===== src/rtl/pep_params.svh =====
/*
  Register offsets, reset values and widths for the port E pin block.
  Assumes inclusion by bare name from the package and the design files.
*/
`ifndef PEP_PARAMS_SVH
`define PEP_PARAMS_SVH

// =====================================================================
// Register offsets (byte addresses on the plain register port)
`define PEP_OFF_OUTPUT_LATCH   8'h00
`define PEP_OFF_DIRECTION_BITS 8'h04
`define PEP_OFF_PIN_LEVEL_VIEW 8'h08
`define PEP_OFF_PULLUP_ENABLE  8'h0c
`define PEP_OFF_MODE_CTRL      8'h10

// =====================================================================
// Reset values
`define PEP_RST_OUTPUT_LATCH   8'h00
`define PEP_RST_DIRECTION_BITS 8'h00
`define PEP_RST_PULLUP_ENABLE  8'h00
`define PEP_RST_MODE_CTRL      8'h00

// =====================================================================
// Mode control field positions
`define PEP_MODE_LSB           0
`define PEP_MODE_MSB           2
`define PEP_EXPAND_BIT         3
`define PEP_WIDE_BUS_BIT       4
`define PEP_MODE_CTRL_MASK     8'h1f

// Value returned when the write-only direction register is read
`define PEP_UNDEF_READ         8'h00

`endif


===== src/rtl/pep_pkg.sv =====
/*
  Types shared by the port E pin block.
  Assumes pep_params.svh is on the include path.
*/
`default_nettype none

package pep_pkg;
  `include "pep_params.svh"

  // =====================================================================
  // Pin function of the whole port
  typedef enum logic [2:0] {
    PEP_FN_PORT  = 3'b001,
    PEP_FN_DATA  = 3'b010,
    PEP_FN_RESET = 3'b100
  } pep_fn_e;

  // Power state reported by the system
  typedef enum logic [2:0] {
    PEP_PWR_RUN  = 3'b001,
    PEP_PWR_SSBY = 3'b010,
    PEP_PWR_HSBY = 3'b100
  } pep_pwr_e;
endpackage : pep_pkg

`default_nettype wire


===== src/rtl/pep_bit.sv =====
/*
  One pin slice: read-back select, pin driver and pull-up decision.
  Assumes all inputs synchronous to mclk; pin_in, data_mode and pu_allowed arrive unregistered.
*/
`default_nettype none

module pep_bit
  import pep_pkg::*;
(
  input  wire logic mclk,
  input  wire logic rstn,
  input  wire logic latch_bit,
  input  wire logic dir_bit,
  input  wire logic pu_bit,
  input  wire logic pin_in,
  input  wire logic data_mode,
  input  wire logic pu_allowed,
  input  wire logic bus_out,
  input  wire logic bus_oe,
  output logic      view_bit,
  output logic      pin_out,
  output logic      pin_oe,
  output logic      pullup_on
);

  logic next_pin_out;
  logic next_pin_oe;
  logic next_pullup_on;

  // =====================================================================
  // Read-back select
  assign view_bit = dir_bit ? latch_bit : pin_in;

  // =====================================================================
  // Pin driver and pull-up
  always_comb begin
    if (data_mode) begin
      next_pin_out = bus_out;
      next_pin_oe  = bus_oe;
    end else begin
      next_pin_out = latch_bit;
      next_pin_oe  = dir_bit;
    end
    // Pull-up only on an input pin; each slice decides alone
    next_pullup_on = pu_allowed & ~dir_bit & pu_bit;
  end

  always_ff @(posedge mclk or negedge rstn) begin
    if (!rstn) begin
      pin_out   <= 1'b0;
      pin_oe    <= 1'b0;
      pullup_on <= 1'b0;
    end else begin
      pin_out   <= next_pin_out;
      pin_oe    <= next_pin_oe;
      pullup_on <= next_pullup_on;
    end
  end

endmodule : pep_bit

`default_nettype wire


===== src/rtl/pep_port.sv =====
/*
  Eight-bit general-purpose port whose pins double as the low data byte.
  Assumes a plain register port, inputs synchronous to mclk, and an
  external bus controller that drives bus_dout/bus_doe in data mode.
*/
// Decided for this implementation: the placing of the registers and strobed register access.
// What this block does
// - Pin view read gives output latch if direction is 1, else pin level
// - Pin view register is read-only; writes change nothing
// - Pull-up enable resets to 0, read/write; 1 turns pull-up on for inputs
// - Pull-up enable acts only in 8-bit bus mode
// - Modes 1,2,4,5,6: port by direction if all 8-bit, else data bus
// - Modes 3,7: port if expansion off; else as modes 1,2,4,5,6
// - Each pin's pull-up is controlled independently
// - All pull-ups off during reset and hardware standby
// - 8-bit mode, run or software standby: pull-up on iff dir 0, enable 1
// - 16-bit bus mode keeps pull-ups off always
// - Output latch holds output value per bit, resets to 0
// - Direction register write-only, resets to 0, reads undefined
`default_nettype none
`include "pep_params.svh"

module pep_port
  import pep_pkg::*;
#(
  parameter int WIDTH = 8
) (
  // Clock and reset
  input  wire logic             mclk,
  input  wire logic             rstn,
  // Register port
  input  wire logic [7:0]       reg_addr,
  input  wire logic [7:0]       reg_wdata,
  input  wire logic             reg_wr,
  input  wire logic             reg_rd,
  output logic      [7:0]       reg_rdata,
  // Power state
  input  wire logic             hw_standby,
  input  wire logic             sw_standby,
  // Pins
  input  wire logic [WIDTH-1:0] pin_in,
  output logic      [WIDTH-1:0] pin_out,
  output logic      [WIDTH-1:0] pin_oe,
  output logic      [WIDTH-1:0] pullup_on,
  // External data bus
  input  wire logic [WIDTH-1:0] bus_dout,
  input  wire logic             bus_doe,
  output logic      [WIDTH-1:0] bus_din,
  output logic                  data_mode
);

  // =====================================================================
  // Parameter check
  if (WIDTH != 8) begin : g_bad_width
    $error("pep_port supports only WIDTH of 8");
  end
  // The decode takes a three-bit mode field and two flags above it; a
  // header that moves them into each other would silently alias modes
  if (`PEP_MODE_MSB - `PEP_MODE_LSB != 2) begin : g_bad_mode_field
    $error("pep_port needs a three-bit operating mode field");
  end
  if ((`PEP_EXPAND_BIT > 7) || (`PEP_EXPAND_BIT <= `PEP_MODE_MSB)) begin : g_bad_expand_bit
    $error("pep_port expansion flag must sit above the mode field");
  end
  if ((`PEP_WIDE_BUS_BIT > 7) || (`PEP_WIDE_BUS_BIT <= `PEP_MODE_MSB)) begin : g_bad_wide_bit
    $error("pep_port bus width flag must sit above the mode field");
  end
  if (`PEP_EXPAND_BIT == `PEP_WIDE_BUS_BIT) begin : g_same_flag_bit
    $error("pep_port expansion and bus width flags share one bit");
  end

  // =====================================================================
  // Registers
  logic [WIDTH-1:0] output_latch;
  logic [WIDTH-1:0] direction_bits;
  logic [WIDTH-1:0] pullup_enable;
  logic [7:0]       mode_ctrl;
  logic [WIDTH-1:0] next_output_latch;
  logic [WIDTH-1:0] next_direction_bits;
  logic [WIDTH-1:0] next_pullup_enable;
  logic [7:0]       next_mode_ctrl;
  logic [7:0]       next_reg_rdata;
  logic [WIDTH-1:0] pin_level_view;

  // =====================================================================
  // Address decode
  // One decode serves both strobes, so a read and a write of one offset
  // always agree on the register they mean
  logic hit_latch;
  logic hit_dir;
  logic hit_view;
  logic hit_pu;
  logic hit_mode;

  always_comb begin
    hit_latch = (reg_addr == `PEP_OFF_OUTPUT_LATCH);
    hit_dir   = (reg_addr == `PEP_OFF_DIRECTION_BITS);
    hit_view  = (reg_addr == `PEP_OFF_PIN_LEVEL_VIEW);
    hit_pu    = (reg_addr == `PEP_OFF_PULLUP_ENABLE);
    hit_mode  = (reg_addr == `PEP_OFF_MODE_CTRL);
  end

  // =====================================================================
  // Output latch: what a pin drives while it is a port output
  always_comb begin
    next_output_latch = output_latch;
    if (reg_wr && hit_latch) begin
      next_output_latch = reg_wdata;
    end
  end

  always_ff @(posedge mclk or negedge rstn) begin
    if (!rstn) begin
      output_latch <= `PEP_RST_OUTPUT_LATCH;
    end else begin
      output_latch <= next_output_latch;
    end
  end

  // =====================================================================
  // Direction bits: write-only, a read returns a fixed filler value
  // Software must keep its own copy; the filler never tracks the bits
  always_comb begin
    next_direction_bits = direction_bits;
    if (reg_wr && hit_dir) begin
      next_direction_bits = reg_wdata;
    end
  end

  always_ff @(posedge mclk or negedge rstn) begin
    if (!rstn) begin
      direction_bits <= `PEP_RST_DIRECTION_BITS;
    end else begin
      direction_bits <= next_direction_bits;
    end
  end

  // =====================================================================
  // Pull-up enable: plain read/write bits, gated by bus width below
  always_comb begin
    next_pullup_enable = pullup_enable;
    if (reg_wr && hit_pu) begin
      next_pullup_enable = reg_wdata;
    end
  end

  always_ff @(posedge mclk or negedge rstn) begin
    if (!rstn) begin
      pullup_enable <= `PEP_RST_PULLUP_ENABLE;
    end else begin
      pullup_enable <= next_pullup_enable;
    end
  end

  // =====================================================================
  // Mode control: operating mode, expansion flag and bus width
  // Unused high bits are masked so that they always read back as zero
  always_comb begin
    next_mode_ctrl = mode_ctrl;
    if (reg_wr && hit_mode) begin
      next_mode_ctrl = reg_wdata & `PEP_MODE_CTRL_MASK;
    end
  end

  always_ff @(posedge mclk or negedge rstn) begin
    if (!rstn) begin
      mode_ctrl <= `PEP_RST_MODE_CTRL;
    end else begin
      mode_ctrl <= next_mode_ctrl;
    end
  end

  // =====================================================================
  // Register reads
  // The view has no write branch above, so a write to its offset is lost
  // Read data stands only in the cycle after the strobe, zero otherwise
  always_comb begin
    next_reg_rdata = 8'h00;
    if (reg_rd && hit_latch) begin
      next_reg_rdata = output_latch;
    end
    if (reg_rd && hit_dir) begin
      next_reg_rdata = `PEP_UNDEF_READ;
    end
    if (reg_rd && hit_view) begin
      next_reg_rdata = pin_level_view;
    end
    if (reg_rd && hit_pu) begin
      next_reg_rdata = pullup_enable;
    end
    if (reg_rd && hit_mode) begin
      next_reg_rdata = mode_ctrl;
    end
  end

  always_ff @(posedge mclk or negedge rstn) begin
    if (!rstn) begin
      reg_rdata <= 8'h00;
    end else begin
      reg_rdata <= next_reg_rdata;
    end
  end

  // =====================================================================
  // Pin function selection
  logic [2:0] op_mode;
  logic       expand_en;
  logic       wide_bus;
  logic       single_chip;
  pep_fn_e    fn;
  pep_pwr_e   pwr;
  logic       next_data_mode;
  logic       pu_allowed;
  logic       mode_may_isolate;

  assign op_mode   = mode_ctrl[`PEP_MODE_MSB:`PEP_MODE_LSB];
  assign expand_en = mode_ctrl[`PEP_EXPAND_BIT];
  assign wide_bus  = mode_ctrl[`PEP_WIDE_BUS_BIT];

  // Only modes 3 and 7 may run with the external bus switched off; every
  // other mode, mode 0 included, always has it and ignores the flag
  always_comb begin
    unique case (op_mode)
      3'd3, 3'd7:                         mode_may_isolate = 1'b1;
      3'd0, 3'd1, 3'd2, 3'd4, 3'd5, 3'd6: mode_may_isolate = 1'b0;
    endcase
  end

  assign single_chip = mode_may_isolate && !expand_en;

  always_comb begin
    if (single_chip) begin
      fn = PEP_FN_PORT;
    end else if (wide_bus) begin
      fn = PEP_FN_DATA;
    end else begin
      fn = PEP_FN_PORT;
    end
  end

  // Hardware standby outranks software standby: every pull-up must drop
  always_comb begin
    if (hw_standby) begin
      pwr = PEP_PWR_HSBY;
    end else if (sw_standby) begin
      pwr = PEP_PWR_SSBY;
    end else begin
      pwr = PEP_PWR_RUN;
    end
  end

  assign next_data_mode = (fn == PEP_FN_DATA);

  // Hardware standby and width choice gate pull-ups; software standby keeps them as in run
  always_comb begin
    unique case (pwr)
      PEP_PWR_HSBY: pu_allowed = 1'b0;
      PEP_PWR_SSBY: pu_allowed = !wide_bus;
      PEP_PWR_RUN:  pu_allowed = !wide_bus;
      default:      pu_allowed = 1'b0;
    endcase
  end

  // Pins reach the bus controller one cycle late, as sampled here; the
  // view reads the same levels unregistered, so the two may differ briefly
  logic [WIDTH-1:0] next_bus_din;

  always_comb begin
    next_bus_din = pin_in;
  end

  always_ff @(posedge mclk or negedge rstn) begin
    if (!rstn) begin
      data_mode <= 1'b0;
      bus_din   <= '0;
    end else begin
      data_mode <= next_data_mode;
      bus_din   <= next_bus_din;
    end
  end

  // =====================================================================
  // Pin slices
  // Each slice registers its own drive and pull-up, so every pin leaves a flop
  for (genvar i = 0; i < WIDTH; i++) begin : g_bit
    pep_bit u_bit (
      .mclk       (mclk),
      .rstn       (rstn),
      .latch_bit  (output_latch[i]),
      .dir_bit    (direction_bits[i]),
      .pu_bit     (pullup_enable[i]),
      .pin_in     (pin_in[i]),
      .data_mode  (next_data_mode),
      .pu_allowed (pu_allowed),
      .bus_out    (bus_dout[i]),
      .bus_oe     (bus_doe),
      .view_bit   (pin_level_view[i]),
      .pin_out    (pin_out[i]),
      .pin_oe     (pin_oe[i]),
      .pullup_on  (pullup_on[i])
    );
  end

endmodule : pep_port

`default_nettype wire


===== config.mk =====
export PLATFORM = sky130hd
export DESIGN_NAME = pep_port
export DESIGN_NICKNAME = d
export VERILOG_FILES = /design/src/rtl/pep_pkg.sv /design/src/rtl/pep_bit.sv /design/src/rtl/pep_port.sv
export VERILOG_INCLUDE_DIRS = /design/src /design/src/rtl
export SDC_FILE = /design/constraint.sdc
export NUM_CORES = 1
export LEC_CHECK = 0
export BUFFER_PORTS_ARGS = -buffer_cell sky130_fd_sc_hd__buf_2
export CAP_MARGIN = 40
export CORE_MARGIN = 2
export CORE_UTILIZATION = 46
export DETAILED_ROUTE_END_ITERATION = 8
export GPL_TIMING_DRIVEN = 1
export PLACE_DENSITY = 0.75
export SYNTH_ARGS = -nofsm -noshare
export SYNTH_HDL_FRONTEND = slang
export SYNTH_HIERARCHICAL = 1
export SYNTH_SLANG_ARGS = --single-unit

===== constraint.sdc =====
create_clock -name mclk -period 1.9 [get_ports mclk]
set_input_delay 0.38 -clock mclk [delete_from_list [all_inputs] [get_ports mclk]]
set_output_delay 0.38 -clock mclk [all_outputs]
set_load 0.05 [all_outputs]

; ---- Yosys cells after proc, flatten, opt, wreduce, memory -nomap -nowiden
; Memory sizes are Yosys's and may differ from the RTL's.
; Index checks and enable logic that the tools add are counted.
[totals]
register_bits = 70
rom_bits = 8
out_inout_bits = 41
elab_cells = 111
mem_count = 1
[memory_table]
columns = memory, words, word_bits, read_ports, rd_ports_with_merged_regs, write_ports, line_no
row1 = (no name shown), 8, 1, 1, 0, 0, pep_port.sv:223  ; unique case (op_mode)
[classes]
n_eq_ne = 7
muxes = 34
bitwise_logic = 24
n_reduce_logical = 14
[ops]
columns = op, count
row1 = $mux 8, 5
row2 = $mux 1, 25
row3 = $and 1x1->1, 16
row4 = $eq 8x4->1 const B, 2
row5 = $logic_and 1x1->1, 10
row6 = $eq 8x3->1 const B, 1
row7 = $eq 8x5->1 const B, 1
row8 = $logic_not 8->1, 1
row9 = $not 1->1, 8
row10 = $eq 3x2->1 const B, 2
row11 = $mux 2, 3
row12 = $eq 3x1->1 const B, 1
row13 = $mux 3, 1
row14 = $logic_not 1->1, 2
row15 = $reduce_or 2->1, 1

; ---- Depth between registers and ports, before layout
; Gate-level depths: netlist of run 1.
[depth]
ltp_word = 7
mapped_depth = 4

; ---- By module
; Netlist of run 1, hierarchy kept.
[by_module_without_submodules]
columns = module, instances, cells_each, area_per_inst_um2, seq_area_each_um2
row1 = pep_port, 1, 124, 1870.5, 1151.1
row2 = pep_bit, 8, 7, 117.6, 75.1

; ---- Worst setup path before layout of run 1
; No wires, ideal clock.
[synth_path]
kind = reg-to-reg
from = register mode_ctrl[3]
to = register g_bit[0].u_bit.pin_oe
arrival_time_ps = 1763
required_time_ps = 1772
slack_ps = 9
stages_incl_launch_ff = 4
n_path_buf = 0
cell_sequence = dfrtp_1 > inv_1 > a31oi_1 > mux2_1
[synth_via]
elab_chain_len = 5
[synth_lines]
columns = element, line_no
row1 = start: declaration, pep_port.sv:77  ; logic [7:0] mode_ctrl;
row2 = start signal: assignment, pep_port.sv:167  ; mode_ctrl <= `PEP_RST_MODE_CTRL;
row3 = start signal: assignment, pep_port.sv:169  ; mode_ctrl <= next_mode_ctrl;
row4 = $logic_not 1->1, pep_port.sv:229  ; assign single_chip = mode_may_isolate && !expand_en;
row5 = $logic_and 1x1->1, pep_port.sv:229
row6 = $mux 2, pep_port.sv:232  ; if (single_chip) begin
row7 = $eq 3x2->1, pep_port.sv:252  ; assign next_data_mode = (fn == PEP_FN_DATA);
row8 = via next_data_mode, pep_port.sv:212  ; logic next_data_mode;
row9 = $mux 1, pep_bit.sv:37  ; if (data_mode) begin
row10 = via g_bit[0].u_bit.next_pin_oe, pep_bit.sv:27  ; logic next_pin_oe;
row11 = end signal: assignment, pep_bit.sv:55  ; pin_oe <= next_pin_oe;
row12 = end: declaration, pep_bit.sv:22  ; output logic pin_oe,
; The timed path passes the listed nets, and every way through them passes these cells.
; A chain may end at the register's enable or synchronous reset.

; ---- Final worst setup path of run 1
[layout_path]
from = input port reg_addr[6]
to = register pullup_enable[5]
[layout_via]
elab_chain_len = 2
[layout_lines]
columns = element, line_no
row1 = start: declaration, pep_port.sv:32  ; input wire logic [7:0] reg_addr,
row2 = $eq 8x4->1 (no source line), --
row3 = $logic_and 1x1->1, pep_port.sv:142  ; if (reg_wr && hit_pu) begin
row4 = end signal: assignment, pep_port.sv:149  ; pullup_enable <= `PEP_RST_PULLUP_ENABLE;
row5 = end signal: assignment, pep_port.sv:151  ; pullup_enable <= next_pullup_enable;
row6 = end: declaration, pep_port.sv:76  ; logic [WIDTH-1:0] pullup_enable;
; No other way between the ends.

==> results of run 1 <==
## final cells by class
cell class | count | area, um^2 | share of cell area
multi-input combinational | 104 | 1030 | 0.293
inverter | 2 | 7.51 | 0.00213
sequential | 70 | 1750 | 0.498
clock inverter | 5 | 50.0 | 0.0142
timing repair buffer | 85 | 455 | 0.129
tap | 75 | 93.8 | 0.0267
clock buffer | 11 | 131 | 0.0373
## per-layer routing
layer / up-vias / global-route usage
li1: 841 / -
met1: 872 / 0.233
met2: 54 / 0.320
met3: 16 / 0.0674
met4: 0 / 0.0967
met5: - / 0
## registers in the layout, indices dropped and copies added (netlist names)
register and cells:
pullup_enable 8, direction_bits 8, output_latch 8, bus_din 8, g_bit.u_bit/pin_oe 8, g_bit.u_bit/pin_out 8, reg_rdata 8, g_bit.u_bit/pullup_on 8
mode_ctrl 5, data_mode 1
## power by group
part / internal [mW] / leakage, nW / switching (mW)
Clock: 0.598 / 0.0968 / 0.517
Combinational: 0.137 / 0.899 / 0.267
Sequential: 1.56 / 0.949 / 0.0338
## worst paths after layout
kind | slack, ps | from | depth (start not counted) | endpoint
max | 510 | reg_addr[6] | 4 | pullup_enable[5]
min | 60 | rstn | 2 | output_latch[5]
max reg2reg | 550 | mode_ctrl[1] | 3 | g_bit[5].u_bit/pin_out
min reg2reg | 520 | mode_ctrl[2] | 1 | mode_ctrl[2]
max in group asynchronous | 1560 | rstn | 2 | bus_din[3]
min in group mclk | 150 | pin_in[7] | 1 | bus_din[7]
## critical path: cells and delay by family
| family | cells | cell delay [ps] |
|---|---|---|
| and+or+nand+nor | 2 | 730 |
| buffers and inverters | 1 | 100 |
| muxes | 1 | 410 |
## synthesized netlist by cell type
library cell / n
a22oi_1: 3
nor3_1: 3
dfrtp_1: 70
nand3_1: 1
nand2b_1: 1
nor3_4: 1
buf_4: 1
o22a_1: 5
buf_6: 1
inv_1: 2
mux2_2: 32
and4b_1: 1
mux2i_1: 10
and3b_1: 9
a31oi_1: 1
mux2_1: 24
or2_2: 1
nor2_1: 8
nor3b_4: 1
nand4_1: 1
nand4b_2: 1
buf_2: 2
nand4_2: 1
## per-stage QoR
step,area [um^2],setup WS [ps],hold WS [ps],power (mW),util
final,3520,509,55.5,3.11,0.594
after global routing,3520,456,75.2,3.24,0.594
after CTS,3520,528,51.3,3.16,0.594
after detailed placement,3340,166,434,2.03,0.564
after global placement,3340,194,428,2.02,0.564
after floorplan,2810,8.87,84.4,1.87,-
## cells by family (layout without fill, tap and decap cells)
kind of cell / count (synthesis) / in the layout / share of synthesized area
buffers and inverters: 6 / 103 / 0.0129
multiplexers: 66 / 66 / 0.260
AO/OA/AOI/OAI: 9 / 9 / 0.0258
flip-flops: 70 / 70 / 0.623
AND/OR/NAND/NOR: 29 / 29 / 0.0783
==> impl_metrics.py, run 1 <==
metrics = {
    "sta": {
        "finalHoldViolCount": 0,
        "timing.fmax_mhz": 719,
        "rsz0062_at_grt": "no",
        "period_minus_slack_ps": 1390,
        "setup-tns-final_ps": 0,
        "drv_slew": 0,
        "finalSetupViolCount": 0,
        "fin_crit_sh": 0.732,
        "fin_skew_ps": 6.57,
        "worstMarginPinSlew_ps": 580,
        "slew-limit-headroom": 0.612,
    },
    "route": {
        "vias": 1783,
        "top_layer_used": "met4",
        "met2WireLength_um": 2990,
        "drt-total-wl_um": 5920,
        "drt_iter0_drc": 83,
        "dr_wl_met3_um": 352,
        "wl_met1_um": 2410,
        "ant_nets": 0,
        "drc": 0,
        "via_per_inst": 5.07,
        "drt_first_pass_iters": 4,
        "routedWlPerCell_um": 16.8,
    },
    "die": {
        "start_util": 0.475,
        "rows": 28,
        "chipHeight_um": 82.2,
        "core-area_um2": 5920,
        "fp.dieArea_um2": 6750,
        "ioPinCount": 80,
        "die_width_um": 82.2,
    },
    "cts": {
        "ctsResizeCount": 0,
        "htreeDepth": 3,
        "clkSlewWorstSetupHoldPaths_ps": 70,
        "cts_tree": "yes",
        "hold_buffers": 0,
        "numCtsBuffers": 9,
        "root_buffer": "clkbuf_8",
        "cts_buffer_depth": 2,
        "cts_setup_buffers": 0,
        "insertion_delay_ps": 340,
        "cts_sinks": 70,
    },
    "synth": {
        "yosys_warnings": 6,
        "syn_area_um2": 2810,
        "avgSynthCellArea_um2": 15.6,
        "yosysSeqAreaShare": 0.623,
        "netlist.area_leader.share": 0.623,
        "synth_seq_cells": 70,
        "syn-num-nets": 219,
        "yosysUniqueCellTypes": 23,
        "syn_inst": 180,
        "synth.area.top_cells": "dfrtp_1 62%, mux2_2 13%, mux2_1 9.6%, mux2i_1 3.6%, and3b_1 2.8%",
        "yosysTopAreaCell": "dfrtp_1",
    },
    "final_layout": {
        "nets": 311,
        "layout-drive-gt1-share": 0.495,
        "layout_common_cells": "78 x buf_2, 70 x dfrtp_1, 32 x mux2_2",
        "fillCellCount": 489,
        "insertedDiodeCount": 0,
        "final_common_cell": "buf_2",
        "area_growth_pct": 25.2,
        "fin_cells": 352,
    },
    "power_and_ir_drop": {
        "p_per_area_nw_per_um2": 883,
        "irDropWorstVdd_v": 0.000419,
        "cellLeakagePower_nw": 1.94,
    },
    "setup_path": {
        "crit_type": "primary input to flop",
        "cpMaxStageDelayCell": "nand4_2",
        "crit_arrival_ps": 1620,
        "cp_slowest_stage_delay_ps": 420,
        "worst_setup_path_start_kind": "primary input",
        "worstSetupEndpointType": "flop",
        "crit_path_max_fanout": 8,
        "cp_data_required_time_ps": 2130,
        "crit_chain": "buf_2 > nor2_1 > nand4_2 > mux2_2",
    },
    "grt": {
        "antenna_found_initial": 0,
        "grt_usage": 0.197,
        "grt_pass1_wl_um": 9360,
        "grt_max_degree": 71,
        "grt_overflow": 0,
        "first_global_vias": 1929,
    },
    "placement": {
        "dpl.cell_count": 336,
        "place.gp.congestion": 0.785,
        "dp_hpwl_um": 4030,
        "io_buffers": 78,
    },
    "run": {
        "maxCapViolCount": 0,
    },
    "worst_hold_path": {
        "hold_path_class": "primary input to asynchronous set/reset pin",
    },
    "status": {
        "outcome": "finished, final reports clean",
    },
}
No activity file was read; power rests on OpenSTA's default activity.
==> run 2, diff against run 1 <==
--- a/config.mk
+++ b/config.mk
@@ -9,10 +9,10 @@
 export BUFFER_PORTS_ARGS = -buffer_cell sky130_fd_sc_hd__buf_2
 export CAP_MARGIN = 40
 export CORE_MARGIN = 2
-export CORE_UTILIZATION = 46
+export CORE_UTILIZATION = 51
 export DETAILED_ROUTE_END_ITERATION = 8
 export GPL_TIMING_DRIVEN = 1
-export PLACE_DENSITY = 0.75
+export PLACE_DENSITY = 0.78
 export SYNTH_ARGS = -nofsm -noshare
 export SYNTH_HDL_FRONTEND = slang
 export SYNTH_HIERARCHICAL = 1
==> constraint.sdc (replaced) <==
create_clock -name mclk -period 1.36 [get_ports mclk]
set_input_delay 0.272 -clock mclk [delete_from_list [all_inputs] [get_ports mclk]]
set_output_delay 0.272 -clock mclk [all_outputs]
set_load 0.05 [all_outputs]
==> impl_metrics.py, run 2 (synthesis gave the netlist of run 1 again) <==
metrics = {
    "setup_path": {
        "critPathTopFamily": "flip-flops",
        "crit_chain": "inv_2 > a31oi_4 > clkbuf_16 > mux2_4",
        "crit_arrival_ps": 1590,
        "crit_type": "flop to flop",
        "worst-path-buf-inv": 2,
        "cp_slowest_stage_delay_ps": 380,
        "worst_setup_path_start_kind": "flop",
        "worstSetupEndpointType": "flop",
        "cp_data_required_time_ps": 1580,
        "crit_path_max_fanout": 7,
        "cpMaxStageDelayCell": "dfrtp_1",
    },
    "die": {
        "die_width_um": 78.2,
        "ioPinCount": 80,
        "rows": 27,
        "core-area_um2": 5410,
        "start_util": 0.520,
        "fp.dieArea_um2": 6120,
        "chipHeight_um": 78.2,
    },
    "sta": {
        "fin_ws_ps": -5.45,
        "drv_slew": 0,
        "timing.fmax_mhz": 732,
        "finalSetupViolCount": 1,
        "fin_crit_sh": 1.00,
        "finalHoldViolCount": 0,
        "slew-limit-headroom": 0.741,
        "period_minus_slack_ps": 1370,
        "rsz0062_at_grt": "yes",
        "fin_skew_ps": 9.38,
        "worstMarginPinSlew_ps": 389,
    },
    "placement": {
        "place.gp.congestion": 0.758,
        "io_buffers": 78,
        "dpl.cell_count": 349,
        "placed_cell_area_um2": 3490,
        "dp_hpwl_um": 4130,
    },
    "route": {
        "drt-total-wl_um": 6310,
        "routedWlPerCell_um": 17.0,
        "drc": 0,
        "drt_iter0_drc": 71,
        "drt_first_pass_iters": 4,
        "via_per_inst": 5.16,
        "ant_nets": 0,
        "vias": 1909,
    },
    "worst_hold_path": {
        "hold_path_class": "primary input to flop",
    },
    "status": {
        "outcome": "complete, but fails checks",
        "violations": "setup timing",
    },
    "cts": {
        "numCtsBuffers": 9,
        "root_buffer": "clkbuf_8",
        "htreeDepth": 3,
        "insertion_delay_ps": 340,
        "cts_sinks": 70,
        "cts_buffer_depth": 2,
        "clkSlewWorstSetupHoldPaths_ps": 70,
        "cts_tree": "yes",
    },
    "final_layout": {
        "final_common_cell": "buf_2",
        "area_growth_pct": 34.7,
        "finalInstanceArea_um2": 3790,
        "multi_input_area_um2": 1100,
        "insertedDiodeCount": 0,
        "layout-drive-gt1-share": 0.584,
        "seqCellArea_um2": 1750,
        "fillCellCount": 381,
        "nets": 333,
        "fin_cells": 370,
        "layout_common_cells": "78 x buf_2, 70 x dfrtp_1, 32 x mux2_2",
    },
    "run": {
        "maxCapViolCount": 0,
    },
    "grt": {
        "antenna_found_initial": 0,
        "grt_usage": 0.213,
        "first_global_vias": 1997,
        "grt_pass1_wl_um": 9800,
        "grt_overflow": 0,
        "grt_max_degree": 30,
    },
    "power_and_ir_drop": {
        "cellLeakagePower_nw": 2.06,
        "p_per_area_nw_per_um2": 1150,
        "irDropWorstVdd_v": 0.000771,
    },
}
-- run 2: timing repair --
item / CTS / global route
hold endpoints to repair: 14 / 0
buffers inserted: 0 / 4
endpoints found under the setup margin: 0 / 6
gates resized for setup: 0 / 19
hold buffers: 1 / 0
-- run 2: final timing paths --
check | start | end | slack, ps | depth (start not counted)
worst max-delay path | mode_ctrl[3] | g_bit[6].u_bit/pin_out | -5 | 4
min in group asynchronous | rstn | bus_din[7] | 380 | 2
worst min-delay path | pin_in[1] | bus_din[1] | 50 | 1
worst max register to register | mode_ctrl[3] | g_bit[6].u_bit/pin_out | -5 | 4
max in group asynchronous | rstn | g_bit[2].u_bit/pin_oe | 490 | 3
worst min register to register | mode_ctrl[2] | mode_ctrl[2] | 510 | 1
-- run 2: routing by layer --
| layer | up-vias | GRT usage | wire length [um] |
|---|---|---|---|
| met2 | 55 | 0.358 | 3260 |
| met4 | 0 | 0.0825 | 71 |
| met3 | 8 | 0.0632 | 285 |
| met1 | 963 | 0.259 | 2690 |
| met5 | - | 0 | 0 |
| li1 | 883 | - | - |
-- run 2: power by group --
| group | total, mW | switching (mW) | leakage, nW | internal [mW] |
|---|---|---|---|---|
| clock network | 1.46 | 0.707 | 0.0865 | 0.752 |
| registers | 2.22 | 0.0498 | 0.949 | 2.18 |
| logic | 0.658 | 0.397 | 1.03 | 0.261 |
-- run 2: cell type report --
cell class,instances,share of cell area
Tap cell,72,0.0238
Clock inverter,1,0.00132
Timing Repair Buffer,107,0.176
Multi-Input combinational cell,104,0.292
Inverter,2,0.00198
Clock buffer,14,0.0429
Sequential cell,70,0.463
-- run 2: through the flow --
stage               hold slack [ps]  setup TNS (ps)  total power [mW]  worst slack (ps)   util
finish                         47.6           -5.45              4.34             -5.45  0.701
global placement                210           -1190              2.85             -72.5  0.645
floorplan                     -23.6               0              2.61              19.5      -
CTS                            39.8               0              4.31              17.9  0.678
global route                   33.4            -165              4.54             -33.9  0.701
detailed placement              212           -1340              2.86             -80.9  0.645
-- run 2: worst reg2reg max path, cell delays in order, from the launching register on --
cell       delay, ps
dfrtp_1          380
inv_2             60
a31oi_4          280
clkbuf_16        230
mux2_4           300
==> run 3, diff against run 2 <==
--- a/config.mk
+++ b/config.mk
@@ -9,10 +9,11 @@
 export BUFFER_PORTS_ARGS = -buffer_cell sky130_fd_sc_hd__buf_2
 export CAP_MARGIN = 40
 export CORE_MARGIN = 2
-export CORE_UTILIZATION = 51
+export CORE_UTILIZATION = 46
+export CTS_CLUSTER_SIZE = 12
 export DETAILED_ROUTE_END_ITERATION = 8
 export GPL_TIMING_DRIVEN = 1
-export PLACE_DENSITY = 0.78
+export PLACE_DENSITY = 0.75
 export SYNTH_ARGS = -nofsm -noshare
 export SYNTH_HDL_FRONTEND = slang
 export SYNTH_HIERARCHICAL = 1
==> constraint.sdc (replaced) <==
create_clock -name mclk -period 1.2 [get_ports mclk]
set_input_delay 0.24 -clock mclk [delete_from_list [all_inputs] [get_ports mclk]]
set_output_delay 0.24 -clock mclk [all_outputs]
set_load 0.05 [all_outputs]
==> impl_metrics.py, run 3 (synthesis gave the netlist of run 1 again) <==
metrics = {
    "status": {
        "outcome": "complete, but fails checks",
        "violations": "setup timing",
    },
    "sta": {
        "timing.fmax_mhz": 761,
        "rsz0062_at_grt": "yes",
        "period_minus_slack_ps": 1310,
        "slew-limit-headroom": 0.756,
        "finalSetupViolCount": 19,
        "finalHoldViolCount": 0,
        "drv_slew": 0,
        "fin_ws_ps": -113,
        "worstMarginPinSlew_ps": 366,
        "whs_ps": 16.2,
        "fin_crit_sh": 1.09,
        "fin_skew_ps": 9.33,
    },
    "run": {
        "maxCapViolCount": 0,
    },
    "power_and_ir_drop": {
        "p_seq_frac": 0.435,
        "power_mw": 5.77,
        "p_int_mw": 4.40,
        "cellLeakagePower_nw": 2.20,
        "combinationalPowerShare": 0.142,
        "power_switching_mw": 1.37,
        "irDropWorstVdd_v": 0.000897,
        "pwr-share-clk": 0.424,
        "p_sw_frac": 0.238,
        "p_per_area_nw_per_um2": 1420,
    },
    "route": {
        "drt_first_pass_iters": 4,
        "ant_nets": 0,
        "vias": 2002,
        "via_per_inst": 5.13,
        "drt-total-wl_um": 6610,
        "drc": 0,
        "drt_iter0_drc": 97,
        "routedWlPerCell_um": 17.0,
    },
    "grt": {
        "antenna_found_initial": 0,
        "grt_pass1_wl_um": 10200,
        "grt_max_degree": 71,
        "grt_overflow": 0,
        "first_global_vias": 2101,
        "grt_usage": 0.213,
    },
    "cts": {
        "clkSlewWorstSetupHoldPaths_ps": 80,
        "root_buffer": "clkbuf_8",
        "htreeDepth": 3,
        "cts_sinks": 70,
        "insertion_delay_ps": 340,
        "numCtsBuffers": 9,
        "cts_tree": "yes",
        "cts_buffer_depth": 2,
    },
    "placement": {
        "dpl.cell_count": 370,
        "io_buffers": 78,
        "place.gp.congestion": 0.808,
        "dp_hpwl_um": 4590,
    },
    "final_layout": {
        "layout_common_cells": "70 x dfrtp_1, 67 x buf_2, 43 x buf_4",
        "layout-drive-gt1-share": 0.638,
        "fin_cells": 390,
        "final_core_util": 0.689,
        "area_growth_pct": 45.0,
        "nets": 349,
        "insertedDiodeCount": 0,
        "final_common_cell": "dfrtp_1",
    },
    "setup_path": {
        "crit_type": "flop to flop",
        "cp_slowest_stage_delay_ps": 400,
        "crit_path_max_fanout": 2,
        "crit_chain": "mux2_1 > mux2_2 > a22oi_2 > nor3_2",
        "cpMaxStageDelayCell": "dfrtp_1",
        "cp_data_required_time_ps": 1420,
        "worstSetupEndpointType": "flop",
        "crit_arrival_ps": 1540,
        "worst_setup_path_start_kind": "flop",
    },
    "die": {
        "rows": 28,
        "chipHeight_um": 82.2,
        "ioPinCount": 80,
        "core-area_um2": 5920,
        "die_width_um": 82.2,
        "start_util": 0.475,
        "fp.dieArea_um2": 6750,
    },
    "worst_hold_path": {
        "hold_path_class": "primary input to flop",
    },
}
-- run 3: cell count changes in the layout (fill, tap and decap cells not counted), sizes merged --
cell and delta:
buf +10, bufinv +4, clkbuf +2, clkinv +1
-- run 3: path summary, 6_finish.rpt --
check	from	end	slack, ps	cells past startpoint
setup / recovery	direction_bits[7]	reg_rdata[7]	-110	4
hold / removal	pin_in[5]	bus_din[5]	20	1
setup reg to reg	direction_bits[7]	reg_rdata[7]	-110	4
hold reg to reg	pullup_enable[0]	pullup_enable[0]	540	1
max in group asynchronous	rstn	output_latch[0]	440	3
min in group asynchronous	rstn	g_bit[3].u_bit/pin_oe	450	3
-- run 3: final cells by class --
cell class	instances	area, um^2
Inverter	2	7.51
Timing Repair Buffer	123	795
Clock buffer	10	128
Tap cell	75	93.8
Multi-Input combinational cell	104	1170
Fill cell	426	1840
Sequential cell	70	1750
Clock inverter	6	134
-- run 3: critical path: cells and delay by family, from the launching register on --
kind / cells / cell delay [ps]
mux: 2 / 590
flops: 1 / 400
compound gates: 1 / 150
simple gates: 1 / 50
-- run 3: metal layers --
metal,part of all wire,global-route usage,routed length (um)
met1,0.41,0.255,2730
met2,0.54,0.369,3550
met3,0.031,0.0370,202
met4,0.019,0.110,126
met5,0,0,0
-- run 3: what timing repair did --
item                                   4_1_cts  5_1_grt
pin swaps                                    3        4
endpoints found under the hold margin       70        0
buffers inserted                             1        2
gates cloned                                 0        0
gates resized for setup                     21       22
setup endpoints to repair                   22       32
hold buffers                                 1        0
-- run 3: per-stage QoR --
| stage | instance area (um^2) | setup WS (ps) | TNS, ps |
|---|---|---|---|
| after detailed placement | 3640 | -224 | -7010 |
| final | 4080 | -113 | -1160 |
| after CTS | 4000 | -88.9 | -1280 |
| after floorplan | 2860 | -104 | -2720 |
| after global routing | 4080 | -146 | -1960 |
| after global placement | 3640 | -203 | -6190 |
-- run 3: power groups by stage --
stage / Clock [mW] / Combinational [mW] / Sequential [mW]
after floorplan: 0 / 0.193 / 2.77
after global routing: 2.59 / 0.870 / 2.52
final: 2.44 / 0.819 / 2.51
after detailed placement: 0 / 0.742 / 2.55
after CTS: 2.48 / 0.790 / 2.51
after global placement: 0 / 0.727 / 2.55
